File: src/rtl/mcoc_pkg.sv
package mcoc_pkg;

    // ****************************************************************
    // Register offsets (byte addresses on the APB)
    // ****************************************************************
    localparam logic [11:0] OSC_CTRL_OFF = 12'h000;
    localparam logic [11:0] STATUS_OFF = 12'h004;
    localparam logic [11:0] IRQ_MASK_OFF = 12'h008;
    localparam logic [11:0] RC_CAL_OFF = 12'h00C;

    // ****************************************************************
    // Field layouts
    // ****************************************************************
    localparam int TRIM_W = 7;
    localparam int START_W = 8;
    localparam int CTRL_EN_BIT = 0;
    localparam int CTRL_BYP_BIT = 1;
    localparam int CTRL_START_LSB = 8;
    localparam int CTRL_SRC_LSB = 24;
    localparam int STAT_STABLE_BIT = 0;
    localparam int STAT_SRC_LSB = 1;
    localparam int STAT_BUSY_BIT = 3;
    localparam int MASK_STABLE_BIT = 0;
    localparam int CAL_LOW_LSB = 0;
    localparam int CAL_MID_LSB = 8;
    localparam int CAL_HIGH_LSB = 16;
    localparam int CAL_SEL_OFS = 7;

    // ****************************************************************
    // Reset values and timing counts
    // ****************************************************************
    localparam logic [31:0] OSC_CTRL_RST = 32'h0000_0000;
    localparam logic [31:0] RC_CAL_RST = 32'h0000_0000;
    localparam logic IRQ_MASK_RST = 1'b0;
    localparam int SLOW_DIV = 8;
    localparam int UNIT_DIV_TICKS = 32;
    localparam int PRESCALE_W = 8;

    // ****************************************************************
    // Enumerations
    // ****************************************************************
    typedef enum logic [1:0] {
        MCOC_SRC_RC = 2'h0,
        MCOC_SRC_XTAL = 2'h1,
        MCOC_SRC_BYP = 2'h3
    } mcoc_src_t;

    typedef enum logic [1:0] {
        MCOC_CNT_IDLE = 2'h0,
        MCOC_CNT_RUN = 2'h1,
        MCOC_CNT_DONE = 2'h3
    } mcoc_cnt_t;

    localparam logic [1:0] REQ_RC = 2'h0;
    localparam logic [1:0] REQ_XTAL = 2'h1;
    localparam logic [1:0] REQ_BYP = 2'h2;

endpackage

File: src/rtl/mcoc_cnt_if.sv
`timescale 1ns/10ps
`default_nettype none

// Link between the control logic and the start-up counter.
interface mcoc_cnt_if;
    logic start;
    logic abort;
    logic slow_tick;
    logic [mcoc_pkg::START_W-1:0] load_val;
    logic busy;
    logic done;

    modport ctrl (output start, output abort, output slow_tick, output load_val,
                  input busy, input done);
    modport cnt (input start, input abort, input slow_tick, input load_val,
                 output busy, output done);
endinterface

`default_nettype wire

File: src/rtl/mcoc_top.sv
// Our own choices: the APB register port and the register offsets.
`timescale 1ns/10ps
`default_nettype none

module mcoc_top #(
    parameter int TRIM_W = mcoc_pkg::TRIM_W
) (
    input wire logic CLK,
    input wire logic RST_N,
    input wire logic CE,
    input wire logic PSEL,
    input wire logic PENABLE,
    input wire logic PWRITE,
    input wire logic [11:0] PADDR,
    input wire logic [31:0] PWDATA,
    output logic [31:0] PRDATA,
    output logic PREADY,
    output logic PSLVERR,
    input wire logic SLOW_CLOCK_IN,
    input wire logic RC_OSC_CLK,
    input wire logic XTAL_OSC_CLK,
    input wire logic CRYSTAL_IN_PIN,
    input wire logic [1:0] RC_FREQ_SEL,
    input wire logic [TRIM_W-1:0] FACTORY_TRIM_LOW,
    input wire logic [TRIM_W-1:0] FACTORY_TRIM_MID,
    input wire logic [TRIM_W-1:0] FACTORY_TRIM_HIGH,
    output logic [TRIM_W-1:0] RC_TRIM_OUT,
    output logic XTAL_OSC_EN,
    output logic XTAL_BYPASS_EN,
    output logic CRYSTAL_PINS_TO_OSC,
    output logic [1:0] MAIN_CLOCK_SEL,
    output logic MAIN_CLOCK_OUT,
    output logic CRYSTAL_STABLE_IRQ
);

    // ****************************************************************
    // Declarations
    // ****************************************************************
    mcoc_cnt_if cif ();

    logic xtal_en_r;
    logic byp_en_r;
    logic [mcoc_pkg::START_W-1:0] start_cnt_r;
    logic [1:0] src_req_r;
    logic irq_mask_r;
    logic stable_r;
    logic [31:0] cal_r;
    logic [31:0] prdata_r;
    logic [TRIM_W-1:0] trim_r;
    mcoc_pkg::mcoc_src_t src_r;
    mcoc_pkg::mcoc_src_t src_nxt;
    logic slow_s1_r;
    logic slow_s2_r;
    logic slow_s3_r;
    logic wr_access;
    logic ctrl_wr;
    logic en_rise;
    logic en_fall;
    logic [31:0] ctrl_view;
    logic [31:0] stat_view;

    // ****************************************************************
    // Functions
    // ****************************************************************

    // Address decode for the error answer; the read path decodes with its own case.
    function automatic logic addr_mapped(input logic [11:0] a);
        addr_mapped = (a == mcoc_pkg::OSC_CTRL_OFF) || (a == mcoc_pkg::STATUS_OFF) ||
                      (a == mcoc_pkg::IRQ_MASK_OFF) || (a == mcoc_pkg::RC_CAL_OFF);
    endfunction

    // Picks user or factory trim for one frequency setting.
    function automatic logic [TRIM_W-1:0] trim_pick(
        input logic sel,
        input logic [TRIM_W-1:0] user_v,
        input logic [TRIM_W-1:0] fact_v
    );
        trim_pick = sel ? user_v : fact_v;
    endfunction

    // ****************************************************************
    // APB slave
    // ****************************************************************

    // Zero wait states: every transfer completes in its first access cycle.
    assign PREADY = 1'b1;
    assign PSLVERR = PSEL && PENABLE && !addr_mapped(PADDR);
    assign wr_access = PSEL && PENABLE && PWRITE;
    assign ctrl_wr = wr_access && (PADDR == mcoc_pkg::OSC_CTRL_OFF);
    assign en_rise = ctrl_wr && PWDATA[mcoc_pkg::CTRL_EN_BIT] && !xtal_en_r;
    assign en_fall = ctrl_wr && !PWDATA[mcoc_pkg::CTRL_EN_BIT] && xtal_en_r;

    // Readable images of the control and status words.
    always_comb begin
        ctrl_view = '0;
        ctrl_view[mcoc_pkg::CTRL_EN_BIT] = xtal_en_r;
        ctrl_view[mcoc_pkg::CTRL_BYP_BIT] = byp_en_r;
        ctrl_view[mcoc_pkg::CTRL_START_LSB +: mcoc_pkg::START_W] = start_cnt_r;
        ctrl_view[mcoc_pkg::CTRL_SRC_LSB +: 2] = src_req_r;
        stat_view = '0;
        stat_view[mcoc_pkg::STAT_STABLE_BIT] = stable_r;
        stat_view[mcoc_pkg::STAT_SRC_LSB +: 2] = src_r;
        stat_view[mcoc_pkg::STAT_BUSY_BIT] = cif.busy;
    end

    // Read data is captured in the setup cycle so it stands in a flop.
    always_ff @(posedge CLK or negedge RST_N) begin
        if (!RST_N) begin
            prdata_r <= '0;
        end else if (CE) begin
            if (PSEL && !PENABLE && !PWRITE) begin
                unique case (PADDR)
                    mcoc_pkg::OSC_CTRL_OFF: prdata_r <= ctrl_view;
                    mcoc_pkg::STATUS_OFF: prdata_r <= stat_view;
                    mcoc_pkg::IRQ_MASK_OFF: prdata_r <= {31'h0000_0000, irq_mask_r};
                    mcoc_pkg::RC_CAL_OFF: prdata_r <= cal_r;
                    default: prdata_r <= '0;
                endcase
            end
        end
    end

    assign PRDATA = prdata_r;

    // ****************************************************************
    // Oscillator control register
    // ****************************************************************

    // Reset leaves the crystal off and asks for the RC source.
    always_ff @(posedge CLK or negedge RST_N) begin
        if (!RST_N) begin
            xtal_en_r <= mcoc_pkg::OSC_CTRL_RST[mcoc_pkg::CTRL_EN_BIT];
            byp_en_r <= mcoc_pkg::OSC_CTRL_RST[mcoc_pkg::CTRL_BYP_BIT];
            start_cnt_r <= mcoc_pkg::OSC_CTRL_RST[mcoc_pkg::CTRL_START_LSB +: 8];
            src_req_r <= mcoc_pkg::OSC_CTRL_RST[mcoc_pkg::CTRL_SRC_LSB +: 2];
        end else if (CE && ctrl_wr) begin
            xtal_en_r <= PWDATA[mcoc_pkg::CTRL_EN_BIT];
            byp_en_r <= PWDATA[mcoc_pkg::CTRL_BYP_BIT];
            start_cnt_r <= PWDATA[mcoc_pkg::CTRL_START_LSB +: mcoc_pkg::START_W];
            src_req_r <= PWDATA[mcoc_pkg::CTRL_SRC_LSB +: 2];
        end
    end

    // Mask for the stable interrupt.
    always_ff @(posedge CLK or negedge RST_N) begin
        if (!RST_N) begin
            irq_mask_r <= mcoc_pkg::IRQ_MASK_RST;
        end else if (CE && wr_access && (PADDR == mcoc_pkg::IRQ_MASK_OFF)) begin
            irq_mask_r <= PWDATA[mcoc_pkg::MASK_STABLE_BIT];
        end
    end

    // ****************************************************************
    // Slow clock synchroniser and start-up counter
    // ****************************************************************

    // The slow clock is asynchronous; the second and third stages feed the edge detector.
    always_ff @(posedge CLK or negedge RST_N) begin
        if (!RST_N) begin
            slow_s1_r <= 1'b0;
            slow_s2_r <= 1'b0;
            slow_s3_r <= 1'b0;
        end else if (CE) begin
            slow_s1_r <= SLOW_CLOCK_IN;
            slow_s2_r <= slow_s1_r;
            slow_s3_r <= slow_s2_r;
        end
    end

    // A write with enable rising restarts the countdown from the new value.
    assign cif.slow_tick = slow_s2_r && !slow_s3_r;
    assign cif.start = en_rise;
    assign cif.load_val = PWDATA[mcoc_pkg::CTRL_START_LSB +: mcoc_pkg::START_W];
    assign cif.abort = en_fall;

    mcoc_startup_cnt u_cnt (
        .CLK(CLK),
        .RST_N(RST_N),
        .CE(CE),
        .cif(cif)
    );

    // ****************************************************************
    // Crystal stable flag
    // ****************************************************************

    // Disable wins over a finishing count: an oscillator being switched off is not stable.
    always_ff @(posedge CLK or negedge RST_N) begin
        if (!RST_N) begin
            stable_r <= 1'b0;
        end else if (CE) begin
            if (en_fall || en_rise) begin
                stable_r <= 1'b0;
            end else if (cif.done && xtal_en_r) begin
                stable_r <= 1'b1;
            end else if (!xtal_en_r) begin
                stable_r <= 1'b0;
            end
        end
    end

    // Level request; the flag only clears when the crystal is turned off.
    assign CRYSTAL_STABLE_IRQ = stable_r && irq_mask_r;

    // ****************************************************************
    // Pin handover and main clock source
    // ****************************************************************

    // The pins leave the general-purpose controller as soon as the enable is stored.
    assign XTAL_OSC_EN = xtal_en_r;
    assign XTAL_BYPASS_EN = byp_en_r;
    assign CRYSTAL_PINS_TO_OSC = xtal_en_r || byp_en_r;

    // A source that is not ready falls back to RC, so the system never loses its clock.
    // The disabling write itself drops the crystal, so the mux never holds a dead clock.
    always_comb begin
        unique case (src_req_r)
            mcoc_pkg::REQ_XTAL: src_nxt = (stable_r && !en_fall) ? mcoc_pkg::MCOC_SRC_XTAL
                                                   : mcoc_pkg::MCOC_SRC_RC;
            mcoc_pkg::REQ_BYP: src_nxt = byp_en_r ? mcoc_pkg::MCOC_SRC_BYP
                                                  : mcoc_pkg::MCOC_SRC_RC;
            default: src_nxt = mcoc_pkg::MCOC_SRC_RC;
        endcase
    end

    always_ff @(posedge CLK or negedge RST_N) begin
        if (!RST_N) begin
            src_r <= mcoc_pkg::MCOC_SRC_RC;
        end else if (CE) begin
            src_r <= src_nxt;
        end
    end

    // Plain mux: glitch-free switching is left to the clock cell that follows.
    assign MAIN_CLOCK_SEL = src_r;
    assign MAIN_CLOCK_OUT = (src_r == mcoc_pkg::MCOC_SRC_XTAL) ? XTAL_OSC_CLK :
                            (src_r == mcoc_pkg::MCOC_SRC_BYP) ? CRYSTAL_IN_PIN :
                            RC_OSC_CLK;

    // ****************************************************************
    // RC oscillator calibration
    // ****************************************************************

    // Cleared by every reset; factory values come from pins and are never written.
    always_ff @(posedge CLK or negedge RST_N) begin
        if (!RST_N) begin
            cal_r <= mcoc_pkg::RC_CAL_RST;
        end else if (CE && wr_access && (PADDR == mcoc_pkg::RC_CAL_OFF)) begin
            cal_r <= PWDATA & 32'h00FF_FFFF;
        end
    end

    // Trim follows the register one clock later, even while the RC clock is in use.
    always_ff @(posedge CLK or negedge RST_N) begin
        if (!RST_N) begin
            trim_r <= '0;
        end else if (CE) begin
            unique case (RC_FREQ_SEL)
                2'h0: trim_r <= trim_pick(cal_r[mcoc_pkg::CAL_LOW_LSB + mcoc_pkg::CAL_SEL_OFS],
                    cal_r[mcoc_pkg::CAL_LOW_LSB +: TRIM_W], FACTORY_TRIM_LOW);
                2'h1: trim_r <= trim_pick(cal_r[mcoc_pkg::CAL_MID_LSB + mcoc_pkg::CAL_SEL_OFS],
                    cal_r[mcoc_pkg::CAL_MID_LSB +: TRIM_W], FACTORY_TRIM_MID);
                default: trim_r <= trim_pick(
                    cal_r[mcoc_pkg::CAL_HIGH_LSB + mcoc_pkg::CAL_SEL_OFS],
                    cal_r[mcoc_pkg::CAL_HIGH_LSB +: TRIM_W], FACTORY_TRIM_HIGH);
            endcase
        end
    end

    assign RC_TRIM_OUT = trim_r;

    // ****************************************************************
    // Assertions
    // ****************************************************************

    off_not_stable_a: assert property (
        @(posedge CLK) disable iff (!RST_N) !xtal_en_r |-> !stable_r
    ) else $error("stable flag set while crystal disabled");

    disable_clears_a: assert property (
        @(posedge CLK) disable iff (!RST_N) (CE && en_fall) |=> (!xtal_en_r && !stable_r)
    ) else $error("disable did not clear stable flag");

    enable_starts_a: assert property (
        @(posedge CLK) disable iff (!RST_N)
        (CE && en_rise && !cif.abort) |=> (cif.busy && !stable_r)
    ) else $error("enable did not start countdown");

    done_sets_a: assert property (
        @(posedge CLK) disable iff (!RST_N)
        (CE && cif.done && xtal_en_r && !ctrl_wr) |=> stable_r
    ) else $error("countdown end did not set stable flag");

    stable_hold_a: assert property (
        @(posedge CLK) disable iff (!RST_N)
        (stable_r && !ctrl_wr) |=> stable_r
    ) else $error("stable flag dropped while crystal enabled");

    irq_raise_a: assert property (
        @(posedge CLK) disable iff (!RST_N)
        ($rose(stable_r) && irq_mask_r) |-> CRYSTAL_STABLE_IRQ
    ) else $error("interrupt missing on stable");

    xtal_src_a: assert property (
        @(posedge CLK) disable iff (!RST_N)
        (src_r == mcoc_pkg::MCOC_SRC_XTAL) |-> ($past(stable_r) && xtal_en_r)
    ) else $error("crystal selected before stable");

    factory_trim_a: assert property (
        @(posedge CLK) disable iff (!RST_N)
        (CE && RC_FREQ_SEL == 2'h0 && !cal_r[mcoc_pkg::CAL_LOW_LSB + mcoc_pkg::CAL_SEL_OFS])
        |=> (RC_TRIM_OUT == $past(FACTORY_TRIM_LOW))
    ) else $error("factory trim not applied");

    user_trim_a: assert property (
        @(posedge CLK) disable iff (!RST_N)
        (CE && RC_FREQ_SEL == 2'h1 && cal_r[mcoc_pkg::CAL_MID_LSB + mcoc_pkg::CAL_SEL_OFS])
        |=> (RC_TRIM_OUT == $past(cal_r[mcoc_pkg::CAL_MID_LSB +: TRIM_W]))
    ) else $error("user trim not applied");

    pins_follow_a: assert property (
        @(posedge CLK) disable iff (!RST_N) xtal_en_r |-> CRYSTAL_PINS_TO_OSC
    ) else $error("crystal pins not handed to oscillator");

    ce_freeze_a: assert property (
        @(posedge CLK) disable iff (!RST_N) !CE |=> ($stable(stable_r) && $stable(trim_r))
    ) else $error("state changed while clock enable low");

endmodule

`default_nettype wire

File: src/rtl/mcoc_startup_cnt.sv
`timescale 1ns/10ps
`default_nettype none

module mcoc_startup_cnt (
    input wire logic CLK,
    input wire logic RST_N,
    input wire logic CE,
    mcoc_cnt_if.cnt cif
);

    // ****************************************************************
    // Start-up down-counter on the divided slow clock
    // ****************************************************************
    mcoc_pkg::mcoc_cnt_t state_r;
    logic [mcoc_pkg::START_W-1:0] count_r;
    logic [mcoc_pkg::PRESCALE_W-1:0] pre_r;
    logic unit_end;

    // One count unit is eight slow edges times the unit divider.
    assign unit_end = cif.slow_tick &&
        (pre_r == mcoc_pkg::PRESCALE_W'(mcoc_pkg::SLOW_DIV * mcoc_pkg::UNIT_DIV_TICKS - 1));

    // Abort beats a pending finish, since a disabled oscillator is never stable.
    always_ff @(posedge CLK or negedge RST_N) begin
        if (!RST_N) begin
            state_r <= mcoc_pkg::MCOC_CNT_IDLE;
            count_r <= '0;
            pre_r <= '0;
        end else if (CE) begin
            if (cif.abort) begin
                state_r <= mcoc_pkg::MCOC_CNT_IDLE;
            end else if (cif.start) begin
                count_r <= cif.load_val;
                pre_r <= '0;
                state_r <= (cif.load_val == '0) ? mcoc_pkg::MCOC_CNT_DONE
                                                : mcoc_pkg::MCOC_CNT_RUN;
            end else begin
                unique case (state_r)
                    mcoc_pkg::MCOC_CNT_IDLE: begin
                        state_r <= mcoc_pkg::MCOC_CNT_IDLE;
                    end
                    mcoc_pkg::MCOC_CNT_RUN: begin
                        if (cif.slow_tick) begin
                            pre_r <= pre_r + 1'b1;
                        end
                        if (unit_end) begin
                            count_r <= count_r - 1'b1;
                            if (count_r == 8'h01) begin
                                state_r <= mcoc_pkg::MCOC_CNT_DONE;
                            end
                        end
                    end
                    mcoc_pkg::MCOC_CNT_DONE: begin
                        state_r <= mcoc_pkg::MCOC_CNT_IDLE;
                    end
                    default: begin
                        state_r <= mcoc_pkg::MCOC_CNT_IDLE;
                    end
                endcase
            end
        end
    end

    // Done is a one-cycle pulse; busy covers the whole countdown.
    assign cif.done = (state_r == mcoc_pkg::MCOC_CNT_DONE);
    assign cif.busy = (state_r != mcoc_pkg::MCOC_CNT_IDLE);

endmodule

`default_nettype wire

File: config.mk
export PLATFORM = sky130hd
export DESIGN_NAME = mcoc_top
export DESIGN_NICKNAME = d
export VERILOG_FILES = /design/src/rtl/mcoc_pkg.sv /design/src/rtl/mcoc_cnt_if.sv /design/src/rtl/mcoc_top.sv /design/src/rtl/mcoc_startup_cnt.sv
export SDC_FILE = /design/constraint.sdc
export NUM_CORES = 1
export LEC_CHECK = 0
export ABC_CLOCK_PERIOD_IN_PS = 4900
export BUFFER_PORTS_ARGS = -buffer_cell sky130_fd_sc_hd__buf_2
export CELL_PAD_IN_SITES_DETAIL_PLACEMENT = 0
export CELL_PAD_IN_SITES_GLOBAL_PLACEMENT = 1
export CORE_UTILIZATION = 44
export CTS_CLUSTER_DIAMETER = 40
export CTS_CLUSTER_SIZE = 16
export DETAILED_ROUTE_END_ITERATION = 8
export PLACE_DENSITY_LB_ADDON = 0.1
export SYNTH_ARGS = -nofsm -noshare
export SYNTH_HDL_FRONTEND = slang
export SYNTH_SLANG_ARGS = --single-unit
File: constraint.sdc
create_clock -name CLK -period 4.9 [get_ports CLK]
set_input_delay 0.49 -clock CLK [delete_from_list [all_inputs] [get_ports CLK]]
set_output_delay 0.49 -clock CLK [all_outputs]
set_load 0.02 [all_outputs]
# --- Word level (Yosys, flattened, before mapping) ---
# Index checks and enable logic that the tools add are counted.
classes:
  shifts: 0
  add_sub_neg: 2
  div_mod_pow: 0
  magnitude_cmp: 0
  mul: 0
  bitwise_logic: 1
  n_reduce_logical: 43
  eq_ne: 15
  mux: 25
op_table:
  columns: ["cell", "count"]
  rows:
  - ["$pmux W26 S4", 1]
  - ["$mux W8", 6]
  - ["$eq A12 B4 Y1 const B", 2]
  - ["$mux W7", 3]
  - ["$logic_and A1 B1 Y1", 19]
  - ["$mux W2", 7]
  - ["$pmux W7 S2", 1]
  - ["$eq A12 B3 Y1 const B", 1]
  - ["$logic_not A12 Y1", 1]
  - ["$add A8 B1 Y8 const B", 1]
  - ["$eq A2 B1 Y1 const B", 4]
  - ["$eq A8 B1 Y1 const B", 1]
  - ["$eq A8 B8 Y1 const B", 1]
  - ["$logic_not A8 Y1", 1]
  - ["$ne A4 B3 Y1 const B", 2]
  - ["$reduce_and A4 Y1", 2]
  - ["$reduce_bool A2 Y1", 4]
  - ["$sub A8 B1 Y8 const B", 1]
  - ["$logic_not A1 Y1", 7]
  - ["$eq A2 B2 Y1 const B", 3]
  - ["$mux W1", 6]
  - ["$logic_or A1 B1 Y1", 5]
  - ["$pmux W2 S2", 1]
  - ["$reduce_and A2 Y1", 2]
  - ["4 further kinds", 4]
word_totals:
  wordCells: 102
  output_inout_bits: 48
  n_memories: 0
  romBits: 0
  register_bits: 100
  ram_bits: 0
  input_bits: 77
  latchBits: 0

# --- Depth between registers and ports, before layout ---
depth:
  ltp_word: 9
  depth_mapped: 7
  depth_no_buf: 6

# --- Hierarchy ---
# Synthesis repeated with hierarchy kept, for this count alone.
unflattened:
  hier_cells: 426
  area_unflattened_um2: 4847.1
by_module_without_submodules:
  columns: ["mod", "seq_area_each_um2", "cells_per_inst", "area_each_um2", "instances"]
  rows:
  - ["mcoc_top", 1901.8, 300, 3716.1, 1]
  - ["mcoc_startup_cnt", 450.4, 126, 1131.1, 1]

# --- Worst setup path after synthesis ---
# No wires, ideal clock.
synth_timing:
  kind: "input to register"
  start: "in PADDR[7]"
  end: "reg u_cnt.pre_r[1] (netlist bit)"
  stages: 5
  arrival_ns: 2.122
  path_slack_ns: 2.657
  path_buffers: 0
  setup_ns: 0.121
  path_cell_list: "or4_1 > or4_4 > nor2_1 > o21ai_1 > a22o_1"
synth_via:
  elab_chain_len: 6
  elab_cells_between_ends: 11
synth_lines:
  columns: ["element", "line", "source"]
  rows:
  - ["start: declaration", "mcoc_top.sv:14", "input wire logic [11:0] PADDR,"]
  - ["$logic_not A12 Y1 *", "mcoc_top.sv:89", "assign ctrl_wr = wr_access && (PADDR == mcoc_pkg::OSC_CTRL_OFF);"]
  - ["$logic_and A1 B1 Y1 *", "mcoc_top.sv:89", null]
  - ["$logic_and A1 B1 Y1, on equally long branches (2 in series)", "mcoc_top.sv:90, mcoc_top.sv:91", null]
  - ["$reduce_bool A2 Y1 (no source line) / $not A1 Y1 (equally long branches)", null, null]
  - ["$reduce_and A4 Y1 (no source line)", null, null]
  - ["end signal: assignment", "mcoc_startup_cnt.sv:44", "pre_r <= pre_r + 1'b1;"]
  - ["end: declaration", "mcoc_startup_cnt.sv:16", "logic [mcoc_pkg::PRESCALE_W-1:0] pre_r;"]
# Every way passes the cells marked *; elsewhere a longest branch is shown, timed or not.
# A chain may end at the register's enable or synchronous reset.

# --- Final worst setup path ---
layout_timing:
  start: "in PADDR[11]"
  end: "out PSLVERR"
layout_via:
  elab_chain_len: 6
  elab_cells_between_ends: 9
layout_lines:
  columns: ["element", "line", "source"]
  rows:
  - ["$eq A12 B3 Y1 / $logic_not A12 Y1 (equally long branches)", "mcoc_top.sv:68", "addr_mapped = (a == mcoc_pkg::OSC_CTRL_OFF) || (a == mcoc_pkg::STATUS_OFF) ||"]
  - ["$logic_or A1 B1 Y1 (2 in series)", "mcoc_top.sv:68", null]
  - ["$logic_or A1 B1 Y1 *", "mcoc_top.sv:69", "(a == mcoc_pkg::IRQ_MASK_OFF) || (a == mcoc_pkg::RC_CAL_OFF);"]
  - ["$logic_not A1 Y1 *", "mcoc_top.sv:87", "assign PSLVERR = PSEL && PENABLE && !addr_mapped(PADDR);"]
  - ["$logic_and A1 B1 Y1 *", "mcoc_top.sv:87", null]
  - ["end: declaration", "mcoc_top.sv:18", "output logic PSLVERR,"]
# Marked as above.

==> impl_results.md <==
* Status: finished, final reports clean
* Sequential fraction of the synthesis area at 0.4958
* Clock Tree Root: clkbuf_8
* Final worst-path cycle share at 0.5762
* WL per Instance at about 18 µm
* DRT Pass-1 Iters at 4
* Syn Area/Cell at 10.59 µm²
* Critical path class: primary input to output pin
* Reg2reg start: u_cnt.state_r[1]$_DFFE_PN0P_
* F_max at around 350 MHz
* Nets at 633
* Clock network fraction of total power at 0.363
* Skew-Pair Late Insertion Delay at about 0.38 ns
* Hold buffer count at cts at 0
* Vias in the first global route at just under 4,000
* Worst path required time at approximately 4.4 ns
* Die width at approximately 110 µm
* H-tree depth at 3
* Distinct cells, synth at 54
* RSZ-0062 raised after global routing: false
* Residual DRC count at 0
* Final ANT Viol Nets at 0
* DRT iter0 DRCs at 230
* All-Layer GR Usage at 0.2333
* PwrDens at 261.1 nW/µm²
* First-pass GRT wire length at about 20,000 µm
* Layout area overhead at 17.77%
* Num rows at 37
* Slew @ Worst Pin at approximately 1.3 ns
* Top cell type's share of synthesized area at 0.4958
* CTS tree: done
* Synth Instances at about 450
* # IOs at between 100 and 150
* Core Box Area at around 10,000 µm²
* P_int at about 1.1 mW
* Yosys top cell by area: dfrtp_1
* Resize count post-CTS at 0
* Max clock buf depth at 2
* Leakage at 2.704 nW
* Die footprint at approximately 11,000 µm²
* Clock sinks at 94
* Dpl ws at around 2.0 ns
* Final Critical Period at between 2 and 3 ns
* Largest fanout on the critical path at 14
* Yosys warning count at 0
* Via count at between 3,000 and 4,000
* Slew Viols, Final at 0
* Total congestion overflow at 0
* Initial core utilization at 0.4575
* Fin util at 0.5389
* GP Congestion at between 0.7 and 0.8
* Die H at 105.8 µm
* Worst Setup End Kind: output pin
* Post-synth EDFFs at 0
* Synth Flop Type: dfrtp_1
* Worst VDD drop at about 0.00012 V
* Gate power share at 0.090
* Setup repair bufs after CTS at 0
* Arr. time, crit path at about 2.3 ns
* Clock transition at path regs at 0.09 ns
* Clock skew at 0.006731 ns
* CTS Buf Count at 9
* Post-synthesis async set-or-reset flop share at 1.000
* Hold WS at around 0.065 ns
* Hold Path Class: primary input to asynchronous set/reset pin
* Synth area leaders: dfrtp_1, mux2_2, mux2i_1
* Vias per cell at between 5 and 6
* Layout cell share with drive strength beyond 1 at 0.3094
* Hold Vio Cnt, Final at 0
* Startpoint types: primary input
* Post-DP HPWL at 8841 µm
* Max-cap violations at 0
* # setup viols final at 0
* Ant diodes at 0
* Crit path launch: PADDR[11]
* Synthesized area at about 4700 µm²
* Initial antenna violation count at 0
* Register bit total from synthesis at 94
* Slew margin rel. at 0.1209
* Sw Ratio at 0.2563
* Register share of total power at 0.547
* Total Power at between 1 and 1.5 mW
* Wirelength, routed at between 10,000 and 15,000 µm
* Worst r2r path cells at 5
* Final setup TNS at 0 ns
* Worst setup margin at approximately 2.1 ns
* Maximum number of pins on one net before global-route repair at 57
* Sw Pwr at between 0.3 and 0.4 mW
* Input/output buffers at about 110
## layout make-up
cell class              count  area, µm²
clock inverters             6      61.31
fillers                   985       4782
inverters                  20      75.07
well taps                 136      170.2
repair buffers            116      595.6
flip-flops and latches     94       2352
clock buffers              10      137.6
multi-input cells         310       2196
## worst max-delay path, cell delays in order
cell and delay [ns]:
buf_2 0.10, nor4_1 0.57, nand3_1 0.61, and3_1 0.40, buf_2 0.15
## cell families after synthesis
logic type | after synthesis | synth area share
buf+inv | 49 | 0.04694
fa+ha+maj | 5 | 0.01319
flops | 94 | 0.4958
simple gates | 131 | 0.1482
compound gates | 108 | 0.1593
other cells | 2 | 0.001583
mux | 59 | 0.1350
## cells in the final DEF, fill, tap and decap left out, drive strengths merged, types with 17 or more instances in the layout
master | synthesis | routed
a21oi | 17 | 17
buf | 12 | 116
dfrtp | 94 | 94
inv | 20 | 20
mux2 | 40 | 40
mux2i | 19 | 19
nand2 | 37 | 37
o21ai | 21 | 21
## per-stage QoR
stage               instances  instance area (µm²)
floorplan                 453                 4763
global placement          676                 5389
detailed placement        676                 5389
CTS                       692                 5588
global route              692                 5588
finish                    692                 5588
## synthesized netlist by cell type (all sizes together), types with 4 or more instances
cell type  instances
and3               5
dfrtp             94
clkbuf            17
a31oi              6
inv               20
o22a               4
o211ai             8
mux2              40
o21ai             21
or4                5
nor2              14
nand3             15
mux2i             19
a21oi             17
a211oi             7
nor3              15
nand2             37
a22o              15
buf               12
nor4              11
nor2b              9
or3                5
a22oi             10
ha                 5
## per-layer routing
| metal | track usage | vias to the layer above | wire length [µm] |
|---|---|---|---|
| li1 | - | 1846 | - |
| met1 | 0.3114 | 1889 | 5646 |
| met2 | 0.3772 | 94 | 5824 |
| met3 | 0.03463 | 13 | 570 |
| met4 | 0.1002 | 0 | 251 |
| met5 | 0 | - | 0 |
## worst paths after layout
path / endpoint / slack (ns)
max: PSLVERR / 2.08
max in group asynchronous: cal_r[13]$_DFFE_PN0P_ / 3.70
min in group CLK: src_req_r[0]$_DFFE_PN0P_ / 0.33
max reg2reg: u_cnt.count_r[4]$_DFFE_PN0P_ / 2.22
min: PRDATA[22]$_DFFE_PN0P_ / 0.06
min reg2reg: PRDATA[14]$_DFFE_PN0P_ / 0.47
## sequential cells by signal, indices dropped and copies added, names as in the netlist
| signal | flops |
|---|---|
| slow_s2_r | 1 |
| start_cnt_r | 8 |
| u_cnt.state_r | 2 |
| slow_s1_r | 1 |
| stable_r | 1 |
| XTAL_OSC_EN | 1 |
| MAIN_CLOCK_SEL | 2 |
| slow_s3_r | 1 |
| XTAL_BYPASS_EN | 1 |
| irq_mask_r | 1 |
| u_cnt.pre_r | 8 |
| PRDATA | 26 |
| RC_TRIM_OUT | 7 |
| cal_r | 24 |
| src_req_r | 2 |
| u_cnt.count_r | 8 |
## power by group through the flow
stage,logic (mW),registers (mW),clock network [mW]
global route,0.146,0.800,0.575
global placement,0.131,0.813,0
detailed placement,0.133,0.814,0
CTS,0.133,0.798,0.547
finish,0.131,0.798,0.530
floorplan,0.0570,0.820,0
Power figures use the tool's default switching activity.
